==> src/include/ext_mem_map.vh <==
// Function
// - reset stops block; resume after fifth edge (run_q only rises on the sixth)
// - sample bus exception with read data
// - drive low 28 address bits only
// - cached access leaves address outputs unchanged
// - drive data bus only on stores
// - 8-bit areas use top byte lane
// - all 8-bit, no sdram: D[15:0] gpio
// - check bits driven on writes only
// - eighth check bit follows test field bit
// - reads assert output enable and read strobe
// - writes assert the write strobe
// - byte write enables from size, width
// - ready low ends access, high extends
// - rom select by lower/upper half
// - five ram selects with paired enables
// - io area gets its own select
`ifndef EXT_MEM_MAP_VH
`define EXT_MEM_MAP_VH
// ================================================================
// register byte offsets
`define REG_CFG 8'h00
`define REG_STAT 8'h04
`define REG_IRQ_STAT 8'h08
`define REG_IRQ_CLR 8'h0c
`define REG_IRQ_EN 8'h10
`define REG_GPIO_OUT 8'h14
`define REG_GPIO_DIR 8'h18
`define REG_GPIO_IN 8'h1c
// ================================================================
// config fields
`define CFG_ROM8 0
`define CFG_RAM8 1
`define CFG_IO8 2
`define CFG_SDRAM_EN 3
`define CFG_TCB_LSB 8
`define CFG_RESET 32'h0000_0000
// interrupt bits
`define IRQ_DONE 0
`define IRQ_MEMERR 1
// ================================================================
// address map: areas from the top nibble and bit 30, ram banks from bits 26:24
`define AREA_ROM_LO 4'h0
`define AREA_ROM_HI 4'h1
`define AREA_IO_A 4'h2
`define AREA_IO_B 4'h3
`define AREA_RAM_LSB 28
`define RAM_AREA_BIT 30
`define RAM_BANK_LSB 24
`define RAM_BANKS 5
// transfer sizes
`define SIZE_BYTE 2'h0
`define SIZE_HALF 2'h1
`define SIZE_WORD 2'h2
// ================================================================
// release delay after reset, in rising edges
`define RST_EDGES 3'h5
`endif
==> src/core/ext_mem_pins.v <==
`timescale 1ns/1ps
`include "ext_mem_map.vh"
module ext_mem_pins (
  input wire i_core_clk, // 100 MHz core clock
  input wire i_arst_n, // async reset, active low
  // apb slave
  input wire i_psel, // apb select
  input wire i_penable, // apb access phase
  input wire i_pwrite, // apb direction
  input wire [7:0] i_paddr, // apb byte address
  input wire [31:0] i_pwdata, // apb write data
  output reg [31:0] o_prdata, // apb read data
  output reg o_pready, // apb ready
  output reg o_pslverr, // apb error
  output reg o_irq, // level interrupt
  // core request side
  input wire i_req, // access request
  input wire i_cached, // request served by cache
  input wire i_write, // store when high
  input wire [1:0] i_size, // byte/half/word
  input wire [31:0] i_addr, // internal address
  input wire [31:0] i_wdata, // store data, lane aligned
  output reg o_ack, // one-cycle completion
  output reg o_err, // memory error with ack
  output reg [31:0] o_rdata, // read data with ack
  // memory pins
  output reg [27:0] o_addr, // address bus
  input wire [31:0] i_data_in, // data bus level
  output reg [31:0] o_data_out, // data bus drive value
  output reg [31:0] o_data_oe_n, // data bus enable, low drives
  output reg [7:0] o_cb_out, // check bit drive value
  output reg o_cb_oe_n, // check bit enable, low drives
  output reg o_oe_n, // read output enable
  output reg o_read, // read strobe
  output reg o_write_n, // write strobe
  output reg [3:0] o_byte_write_strobe_n, // byte write enables
  output reg [1:0] o_boot_rom_select_n, // rom selects
  output reg [4:0] o_static_ram_bank_select_n, // ram selects
  output reg [4:0] o_static_ram_bank_output_enable_n, // ram oe
  output reg o_io_area_select_n, // io select
  input wire i_bus_ready_n, // ready from memory
  input wire i_bus_exception_n // exception from memory
);

  localparam [2:0] ST_IDLE = 3'b001;
  localparam [2:0] ST_ACC = 3'b010;
  localparam [2:0] ST_END = 3'b100;

  // ================================================================
  // helper functions

  // byte strobes: lane 0 is bits 31:24
  function [3:0] byte_strobes;
    input [1:0] size;
    input [1:0] lo;
    input narrow;
    begin
      if (narrow || size == `SIZE_BYTE) begin
        byte_strobes = ~(4'h1 << (narrow ? 2'h0 : lo));
      end else if (size == `SIZE_HALF) begin
        byte_strobes = lo[1] ? 4'h3 : 4'hc;
      end else begin
        byte_strobes = 4'h0;
      end
    end
  endfunction

  // seven parity groups over the data word
  function [6:0] check_bits;
    input [31:0] d;
    integer i;
    integer j;
    reg [5:0] idx;
    begin
      check_bits = 7'h00;
      for (j = 0; j < 32; j = j + 1) begin
        idx = j[5:0] + 6'h01;
        for (i = 0; i < 6; i = i + 1) begin
          if (idx[i]) begin
            check_bits[i] = check_bits[i] ^ d[j];
          end
        end
        check_bits[6] = check_bits[6] ^ d[j];
      end
    end
  endfunction

  // ================================================================
  // state declarations
  reg [2:0] rst_cnt_q;
  reg run_q;
  reg [2:0] st_q;
  reg [31:0] cfg_q;
  reg [1:0] irq_stat_q;
  reg [1:0] irq_en_q;
  reg [15:0] gpio_out_q;
  reg [15:0] gpio_dir_q;
  reg last_err_q;
  reg [31:0] din_s1_q;
  reg [31:0] din_s2_q;
  reg [31:0] din_s3_q;
  reg [1:0] ctl_s1_q;
  reg [1:0] ctl_s2_q;
  reg [1:0] ctl_s3_q;
  reg narrow_q;

  // ================================================================
  // decode of the incoming request
  wire [3:0] area = i_addr[31:28];
  wire hit_rom = (area == `AREA_ROM_LO) || (area == `AREA_ROM_HI);
  wire hit_io = (area == `AREA_IO_A) || (area == `AREA_IO_B);
  wire hit_ram_area = i_addr[`RAM_AREA_BIT];
  wire [2:0] bank = i_addr[`RAM_BANK_LSB+2:`RAM_BANK_LSB];
  wire hit_ram = hit_ram_area && (bank < `RAM_BANKS);
  wire mapped = hit_rom || hit_io || hit_ram;
  wire narrow = hit_rom ? cfg_q[`CFG_ROM8] :
                hit_io ? cfg_q[`CFG_IO8] : cfg_q[`CFG_RAM8];
  wire gpio_mode = cfg_q[`CFG_ROM8] && cfg_q[`CFG_RAM8] &&
                   cfg_q[`CFG_IO8] && !cfg_q[`CFG_SDRAM_EN];
  wire take = run_q && st_q[0] && i_req && !i_cached;

  // a level counts once stages two and three agree
  wire rdy_ok = !ctl_s2_q[0] && !ctl_s3_q[0];
  wire exc_ok = !ctl_s2_q[1] && !ctl_s3_q[1];
  // released only once both late stages read high, so one stray sample cannot free the bus
  wire rdy_idle = ctl_s2_q[0] && ctl_s3_q[0];

  // narrow byte moved to the top lane
  wire [1:0] lo = i_addr[1:0];
  wire [7:0] nbyte = i_wdata[8'd31 - {3'h0, lo, 3'h0} -: 8];

  // ================================================================
  // reset release counter: nothing starts before the fifth edge
  always @(posedge i_core_clk or negedge i_arst_n) begin
    if (!i_arst_n) begin
      rst_cnt_q <= 3'h0;
      run_q <= 1'b0;
    end else begin
      if (rst_cnt_q != `RST_EDGES) begin
        rst_cnt_q <= rst_cnt_q + 3'h1;
      end
      run_q <= (rst_cnt_q == `RST_EDGES);
    end
  end

  // ================================================================
  // pin synchronisers, three stages each
  always @(posedge i_core_clk or negedge i_arst_n) begin
    if (!i_arst_n) begin
      din_s1_q <= 32'h0000_0000;
      din_s2_q <= 32'h0000_0000;
      din_s3_q <= 32'h0000_0000;
      ctl_s1_q <= 2'h3;
      ctl_s2_q <= 2'h3;
      ctl_s3_q <= 2'h3;
    end else begin
      din_s1_q <= i_data_in;
      din_s2_q <= din_s1_q;
      din_s3_q <= din_s2_q;
      ctl_s1_q <= {i_bus_exception_n, i_bus_ready_n};
      ctl_s2_q <= ctl_s1_q;
      ctl_s3_q <= ctl_s2_q;
    end
  end

  // ================================================================
  // access sequencer and pin drivers
  // reset forces every strobe idle and the bus released
  always @(posedge i_core_clk or negedge i_arst_n) begin
    if (!i_arst_n) begin
      st_q <= ST_IDLE;
      o_addr <= 28'h000_0000;
      o_data_out <= 32'h0000_0000;
      o_data_oe_n <= 32'hffff_ffff;
      o_cb_out <= 8'h00;
      o_cb_oe_n <= 1'b1;
      o_oe_n <= 1'b1;
      o_read <= 1'b0;
      o_write_n <= 1'b1;
      o_byte_write_strobe_n <= 4'hf;
      o_boot_rom_select_n <= 2'h3;
      o_static_ram_bank_select_n <= 5'h1f;
      o_static_ram_bank_output_enable_n <= 5'h1f;
      o_io_area_select_n <= 1'b1;
      o_ack <= 1'b0;
      o_err <= 1'b0;
      o_rdata <= 32'h0000_0000;
      narrow_q <= 1'b0;
    end else begin
      o_ack <= 1'b0;
      case (st_q)
        ST_IDLE: begin
          // the address only moves on an external access
          if (take && !mapped) begin
            o_ack <= 1'b1;
            o_err <= 1'b1;
            // park one cycle so a request still held in the ack cycle is not taken twice
            st_q <= ST_END;
          end else if (take) begin
            st_q <= ST_ACC;
            narrow_q <= narrow;
            o_addr <= i_addr[27:0];
            o_err <= 1'b0;
            // exactly one select for the decoded area
            o_boot_rom_select_n <= hit_rom ? {!i_addr[28], i_addr[28]} : 2'h3;
            o_io_area_select_n <= !hit_io;
            if (hit_ram) begin
              o_static_ram_bank_select_n <= ~(5'h01 << bank);
              if (!i_write) begin
                o_static_ram_bank_output_enable_n <= ~(5'h01 << bank);
              end
            end
            if (i_write) begin
              o_write_n <= 1'b0;
              o_byte_write_strobe_n <= byte_strobes(i_size, lo, narrow);
              o_cb_out <= {cfg_q[`CFG_TCB_LSB+7], check_bits(i_wdata)};
              o_cb_oe_n <= 1'b0;
              if (narrow) begin
                o_data_out[31:24] <= nbyte;
                o_data_oe_n[31:24] <= 8'h00;
              end else begin
                o_data_out <= i_wdata;
                o_data_oe_n <= 32'h0000_0000;
              end
            end else begin
              o_oe_n <= 1'b0;
              o_read <= 1'b1;
            end
          end
        end
        ST_ACC: begin
          // ready low ends the access, high stretches it
          if (rdy_ok) begin
            st_q <= ST_END;
            o_ack <= 1'b1;
            o_err <= exc_ok;
            o_rdata <= narrow_q ? {24'h000000, din_s3_q[31:24]} : din_s3_q;
            o_oe_n <= 1'b1;
            o_read <= 1'b0;
            o_write_n <= 1'b1;
            o_byte_write_strobe_n <= 4'hf;
            o_boot_rom_select_n <= 2'h3;
            o_static_ram_bank_select_n <= 5'h1f;
            o_static_ram_bank_output_enable_n <= 5'h1f;
            o_io_area_select_n <= 1'b1;
            o_cb_oe_n <= 1'b1;
            o_data_oe_n[31:16] <= 16'hffff;
            if (!gpio_mode) begin
              o_data_oe_n[15:0] <= 16'hffff;
            end
          end
        end
        ST_END: begin
          // idle until stages two and three read ready high, so the old ready cannot end the next access
          if (rdy_idle) begin
            st_q <= ST_IDLE;
          end
        end
        default: begin
          st_q <= ST_IDLE;
        end
      endcase
      // low half of the data bus belongs to gpio in this mode
      if (gpio_mode && !(st_q[1] && !narrow_q && !o_write_n)) begin
        o_data_out[15:0] <= gpio_out_q;
        o_data_oe_n[15:0] <= ~gpio_dir_q;
      end else if (st_q[0] && !take) begin
        o_data_oe_n[15:0] <= 16'hffff;
      end
    end
  end

  // ================================================================
  // apb slave: one wait state, data and ready from flops
  wire apb_acc = i_psel && i_penable;
  wire apb_wr = apb_acc && o_pready && i_pwrite;
  wire apb_map = (i_paddr[1:0] == 2'h0) && (i_paddr <= `REG_GPIO_IN);

  reg [31:0] rd_mux;
  always @* begin
    rd_mux = 32'h0000_0000;
    case (i_paddr)
      `REG_CFG: rd_mux = cfg_q;
      `REG_STAT: rd_mux = {29'h0, last_err_q, gpio_mode, !st_q[0]};
      `REG_IRQ_STAT: rd_mux = {30'h0, irq_stat_q};
      `REG_IRQ_EN: rd_mux = {30'h0, irq_en_q};
      `REG_GPIO_OUT: rd_mux = {16'h0000, gpio_out_q};
      `REG_GPIO_DIR: rd_mux = {16'h0000, gpio_dir_q};
      `REG_GPIO_IN: rd_mux = {16'h0000, din_s3_q[15:0]};
      default: rd_mux = 32'h0000_0000;
    endcase
  end

  // bus handshake and register writes
  always @(posedge i_core_clk or negedge i_arst_n) begin
    if (!i_arst_n) begin
      o_pready <= 1'b0;
      o_prdata <= 32'h0000_0000;
      o_pslverr <= 1'b0;
      cfg_q <= `CFG_RESET;
      irq_en_q <= 2'h0;
      gpio_out_q <= 16'h0000;
      gpio_dir_q <= 16'h0000;
    end else begin
      o_pready <= apb_acc && !o_pready;
      o_pslverr <= apb_acc && !o_pready && !apb_map;
      o_prdata <= (apb_acc && !o_pready && !i_pwrite) ? rd_mux : 32'h0000_0000;
      if (apb_wr) begin
        case (i_paddr)
          `REG_CFG: cfg_q <= i_pwdata;
          `REG_IRQ_EN: irq_en_q <= i_pwdata[1:0];
          `REG_GPIO_OUT: gpio_out_q <= i_pwdata[15:0];
          `REG_GPIO_DIR: gpio_dir_q <= i_pwdata[15:0];
          default: begin
          end
        endcase
      end
    end
  end

  // ================================================================
  // sticky events: a new event wins over a clear in the same cycle
  wire [1:0] ev = {o_ack && o_err, o_ack};
  wire [1:0] clr = (apb_wr && i_paddr == `REG_IRQ_CLR) ? i_pwdata[1:0] : 2'h0;
  wire [1:0] irq_stat_d = (irq_stat_q & ~clr) | ev;

  always @(posedge i_core_clk or negedge i_arst_n) begin
    if (!i_arst_n) begin
      irq_stat_q <= 2'h0;
      last_err_q <= 1'b0;
      o_irq <= 1'b0;
    end else begin
      irq_stat_q <= irq_stat_d;
      if (o_ack) begin
        last_err_q <= o_err;
      end
      o_irq <= |(irq_stat_d & irq_en_q);
    end
  end

endmodule

==> config.mk <==
export PLATFORM = sky130hd
export DESIGN_NAME = ext_mem_pins
export DESIGN_NICKNAME = d
export VERILOG_FILES = /design/src/core/ext_mem_pins.v
export VERILOG_INCLUDE_DIRS = /design/src /design/src/include
export SDC_FILE = /design/constraint.sdc
export NUM_CORES = 1
export LEC_CHECK = 0
export BUFFER_PORTS_ARGS = -buffer_cell sky130_fd_sc_hd__buf_2
export CAP_MARGIN = 15
export CORE_MARGIN = 1
export CORE_UTILIZATION = 30
export DETAILED_ROUTE_END_ITERATION = 8
export SETUP_SLACK_MARGIN = 0.02
export SYNTH_ARGS = -nofsm -noshare
export SYNTH_HDL_FRONTEND = slang
export SYNTH_SLANG_ARGS = --single-unit
==> constraint.sdc <==
create_clock -name i_core_clk -period 3.2 [get_ports i_core_clk]
set_input_delay 0.32 -clock i_core_clk [delete_from_list [all_inputs] [get_ports i_core_clk]]
set_output_delay 0.32 -clock i_core_clk [all_outputs]
set_load 0.1 [all_outputs]
==> run metrics <==
CTS tree yes; unrepaired setup endpoints after global routing false; # rows 78; critical path fanouts, max 28; Setup Fix Bufs, Post-CTS 0; FFs w/ async S/R, synth 100%; Req. time, crit path between 3000 and 4000 ps; first-pass GRT wire length about 60 mm; Seq/Total Area, Yosys a little under two thirds; Syn-to-layout area delta 32.8%; GP Congestion ~0.89; P per Cell Area 888 mW/mm^2; number of synthesized flops with an enable pin 0; largest net degree at the start of global routing 93; Max clock buf depth 3; Ys Warns 0; clock slew at reported path FFs roughly 60 ps; H-tree depth 2; CTS resizes 0; crit path kind reg2reg; crit start category flip-flop; Worst Path Arrival about 2900 ps; WL per Instance approximately 19 um; area of the multi-input gates between 0.004 and 0.005 mm^2; min-delay worst type in2reg; Die ar. roughly 0.048 mm^2; Initial Util a little under a third; overall routing resource usage roughly 17%; clk_lat worst skew approximately 550 ps; Die X between 200 and 250 um; antenna-violating nets left 0; Max Slew Vio Count 0; Hold WS roughly 46 ps; static leakage just under 9 nW; status complete, no violations; total CTS buffers 40; Primary FF master, synth dfrtp_1; clock tree root driver cell clkbuf_16; Via Count 9877; R2R setup slack about 760 ps; syn_area_per_cell 13.1 um^2; flops & latches, synth 353; grt total ovfl 0; register area 0.00889 mm^2; Yosys cell types 59; period utilization between 70% and 80%; Slew @ Worst Pin about 740 ps; antenna violations before repair 3; worst-case reg-to-reg path depth 6; Worst Setup SP st_q[0]; Non-Filler Instances ~2100; DR iter-0 viols approximately 750; Total Power between 15 and 20 mW; reg-to-reg startpoint st_q[0]; Ports 338; First-pass DRT Iterations 5; Synth Instances roughly 1100; Highest Clock Rate between 400 and 500 MHz; relative slew slack a little over 50%; Worst Setup EP o_data_out[22]; Period minus WS final 2440 ps; vias in the first global route 10228; I/O Buffers approximately 340; max-cap violations 0; vias per cell ~4.7; DRC violations left 0; Mapped Nets around 1200; worst r2r dst o_data_out[22]; Max VDD drop just over 1000 uV; share of cells above drive strength 1 between 40% and 50%; Finish-stage setup viols 0; hold_buf cts a little over 80; placed insts 1964; Mapped Area 0.0140 mm^2; post-DP HPWL approximately 28 mm; Die Y between 200 and 250 um; core area between 0.04 and 0.05 mm^2; Fin Setup TNS 0 ps; Clock Skews 16.5 ps; endpoints failing hold 0; CP endpoint kind flip-flop; final WL around 39 mm; Util after Layout 40.7%; Layout Nets about 1600; FILL cells 4317; Sink Count between 300 and 400
-- cell type report --
class,instances,share of cell area [%]
clock buffers,54,6.22
clock inverters,17,1.41
well taps,600,4.04
diodes,1,0.0135
flip-flops and latches,353,47.8
inverters,9,0.182
multi-input cells,643,25.7
repair buffers,440,14.6
-- logic make-up (layout without fill, tap and decap cells) --
kind of cell	count (synthesis)	after routing	share of synthesized area (%)
flops	353	353	63.4
simple gates	251	251	8.70
compound gates	179	179	8.14
mux	160	160	12.7
buf+inv	75	520	2.62
xor+xnor	51	51	4.28
fa+ha+maj	2	2	0.179
other cells	0	1	0
-- power breakdown --
part / total, mW / internal [mW] / switching (mW) / leakage [nW]
Sequential: 5.46 / 5.12 / 0.338 / 4.36
Clock: 4.91 / 3.03 / 1.88 / 0.693
Combinational: 6.15 / 1.05 / 5.11 / 3.62
-- critical path: stages (launching register included) --
cell,delay (ps)
dfstp_2,610
nor3b_4,340
nand4_1,170
buf_4,290
nor2_2,140
buf_4,370
mux2_2,390
-- worst min-delay path by stage --
stage / slack, ps / from / cells after the start / to
after floorplan: 20 / i_arst_n / 0 / cfg_q[0]
after global placement: 330 / din_s2_q[27] / 0 / din_s3_q[27]
after detailed placement: 330 / din_s1_q[19] / 0 / din_s2_q[19]
after CTS: 1 / i_pwdata[10] / 2 / gpio_dir_q[10]
after global routing: 30 / i_pwdata[10] / 2 / gpio_dir_q[10]
final: 50 / i_pwdata[10] / 2 / gpio_dir_q[10]
-- synthesized netlist by cell type (all sizes together), types with 8 or more instances --
cell type / number / area share, %
o21ai: 66 / 2.4
mux2i: 32 / 2.3
mux2: 127 / 10
o211ai: 8 / 0.43
dfstp: 43 / 8.1
inv: 9 / 0.24
clkbuf: 33 / 0.88
xnor3: 10 / 1.6
a22oi: 16 / 0.86
a31oi: 12 / 0.54
o22a: 10 / 0.63
nand2: 72 / 1.9
xnor2: 33 / 2.1
a21oi: 29 / 1.1
o31ai: 16 / 0.86
nor2: 81 / 2.2
dfrtp: 310 / 55
buf: 33 / 1.5
and2: 18 / 0.80
nand2b: 44 / 2.0
-- through the flow --
step,instance area (um^2),worst slack [ps]
final,18600,756
after floorplan,14000,709
after global routing,18600,552
after detailed placement,16400,768
after CTS,18600,752
after global placement,16400,838
-- registers in the layout, summed over array words and instances, names as in the netlist, 3 cells and up --
name                               flops
gpio_out_q                            16
din_s3_q                              32
o_addr                                28
din_s1_q                              32
o_static_ram_bank_output_enable_n      5
o_byte_write_strobe_n                  4
st_q                                   3
rst_cnt_q                              3
o_prdata                              32
o_data_out                            32
din_s2_q                              32
gpio_dir_q                            16
cfg_q                                 32
o_static_ram_bank_select_n             5
o_cb_out                               8
o_rdata                               32
o_data_oe_n                           18
-- layer usage --
layer / vias up / global-route usage (%) / part of all wire, %
met1: 4874 / 21.7 / 44
met5: - / 0 / 0.076
li1: 4543 / - / -
met3: 74 / 4.91 / 8.0
met2: 382 / 26.2 / 46
met4: 4 / 5.50 / 2.4
-- cells in the final DEF, fill, tap and decap left out, types with 5 or more instances in the layout --
| cell | Yosys | layout |
|---|---|---|
| xor2_1 | 7 | 7 |
| clkinv_2 | 0 | 5 |
| o21a_1 | 5 | 5 |
| and2_1 | 18 | 18 |
| bufinv_16 | 0 | 6 |
| a31oi_1 | 12 | 12 |
| inv_1 | 9 | 9 |
| clkbuf_16 | 0 | 42 |
| nand2b_1 | 44 | 44 |
| o22a_1 | 10 | 10 |
| o211ai_1 | 8 | 8 |
| dlygate4sd3_1 | 0 | 81 |
| a21oi_1 | 27 | 26 |
| nor2_1 | 80 | 79 |
| buf_2 | 8 | 336 |
| xnor3_1 | 10 | 10 |
| mux2_2 | 127 | 127 |
| o31ai_1 | 16 | 16 |
| nand3_1 | 6 | 5 |
| dfrtp_1 | 310 | 310 |
| mux2i_1 | 32 | 32 |
| clkbuf_8 | 0 | 6 |
| buf_4 | 20 | 18 |
| o21ai_1 | 10 | 10 |
| nand3b_1 | 5 | 5 |
| a22oi_1 | 16 | 16 |
| clkbuf_1 | 33 | 6 |
| dfstp_2 | 43 | 43 |
| xnor2_1 | 33 | 33 |
| o21ai_0 | 56 | 56 |
| nand2_1 | 72 | 71 |
Power figures use the tool's default switching activity.
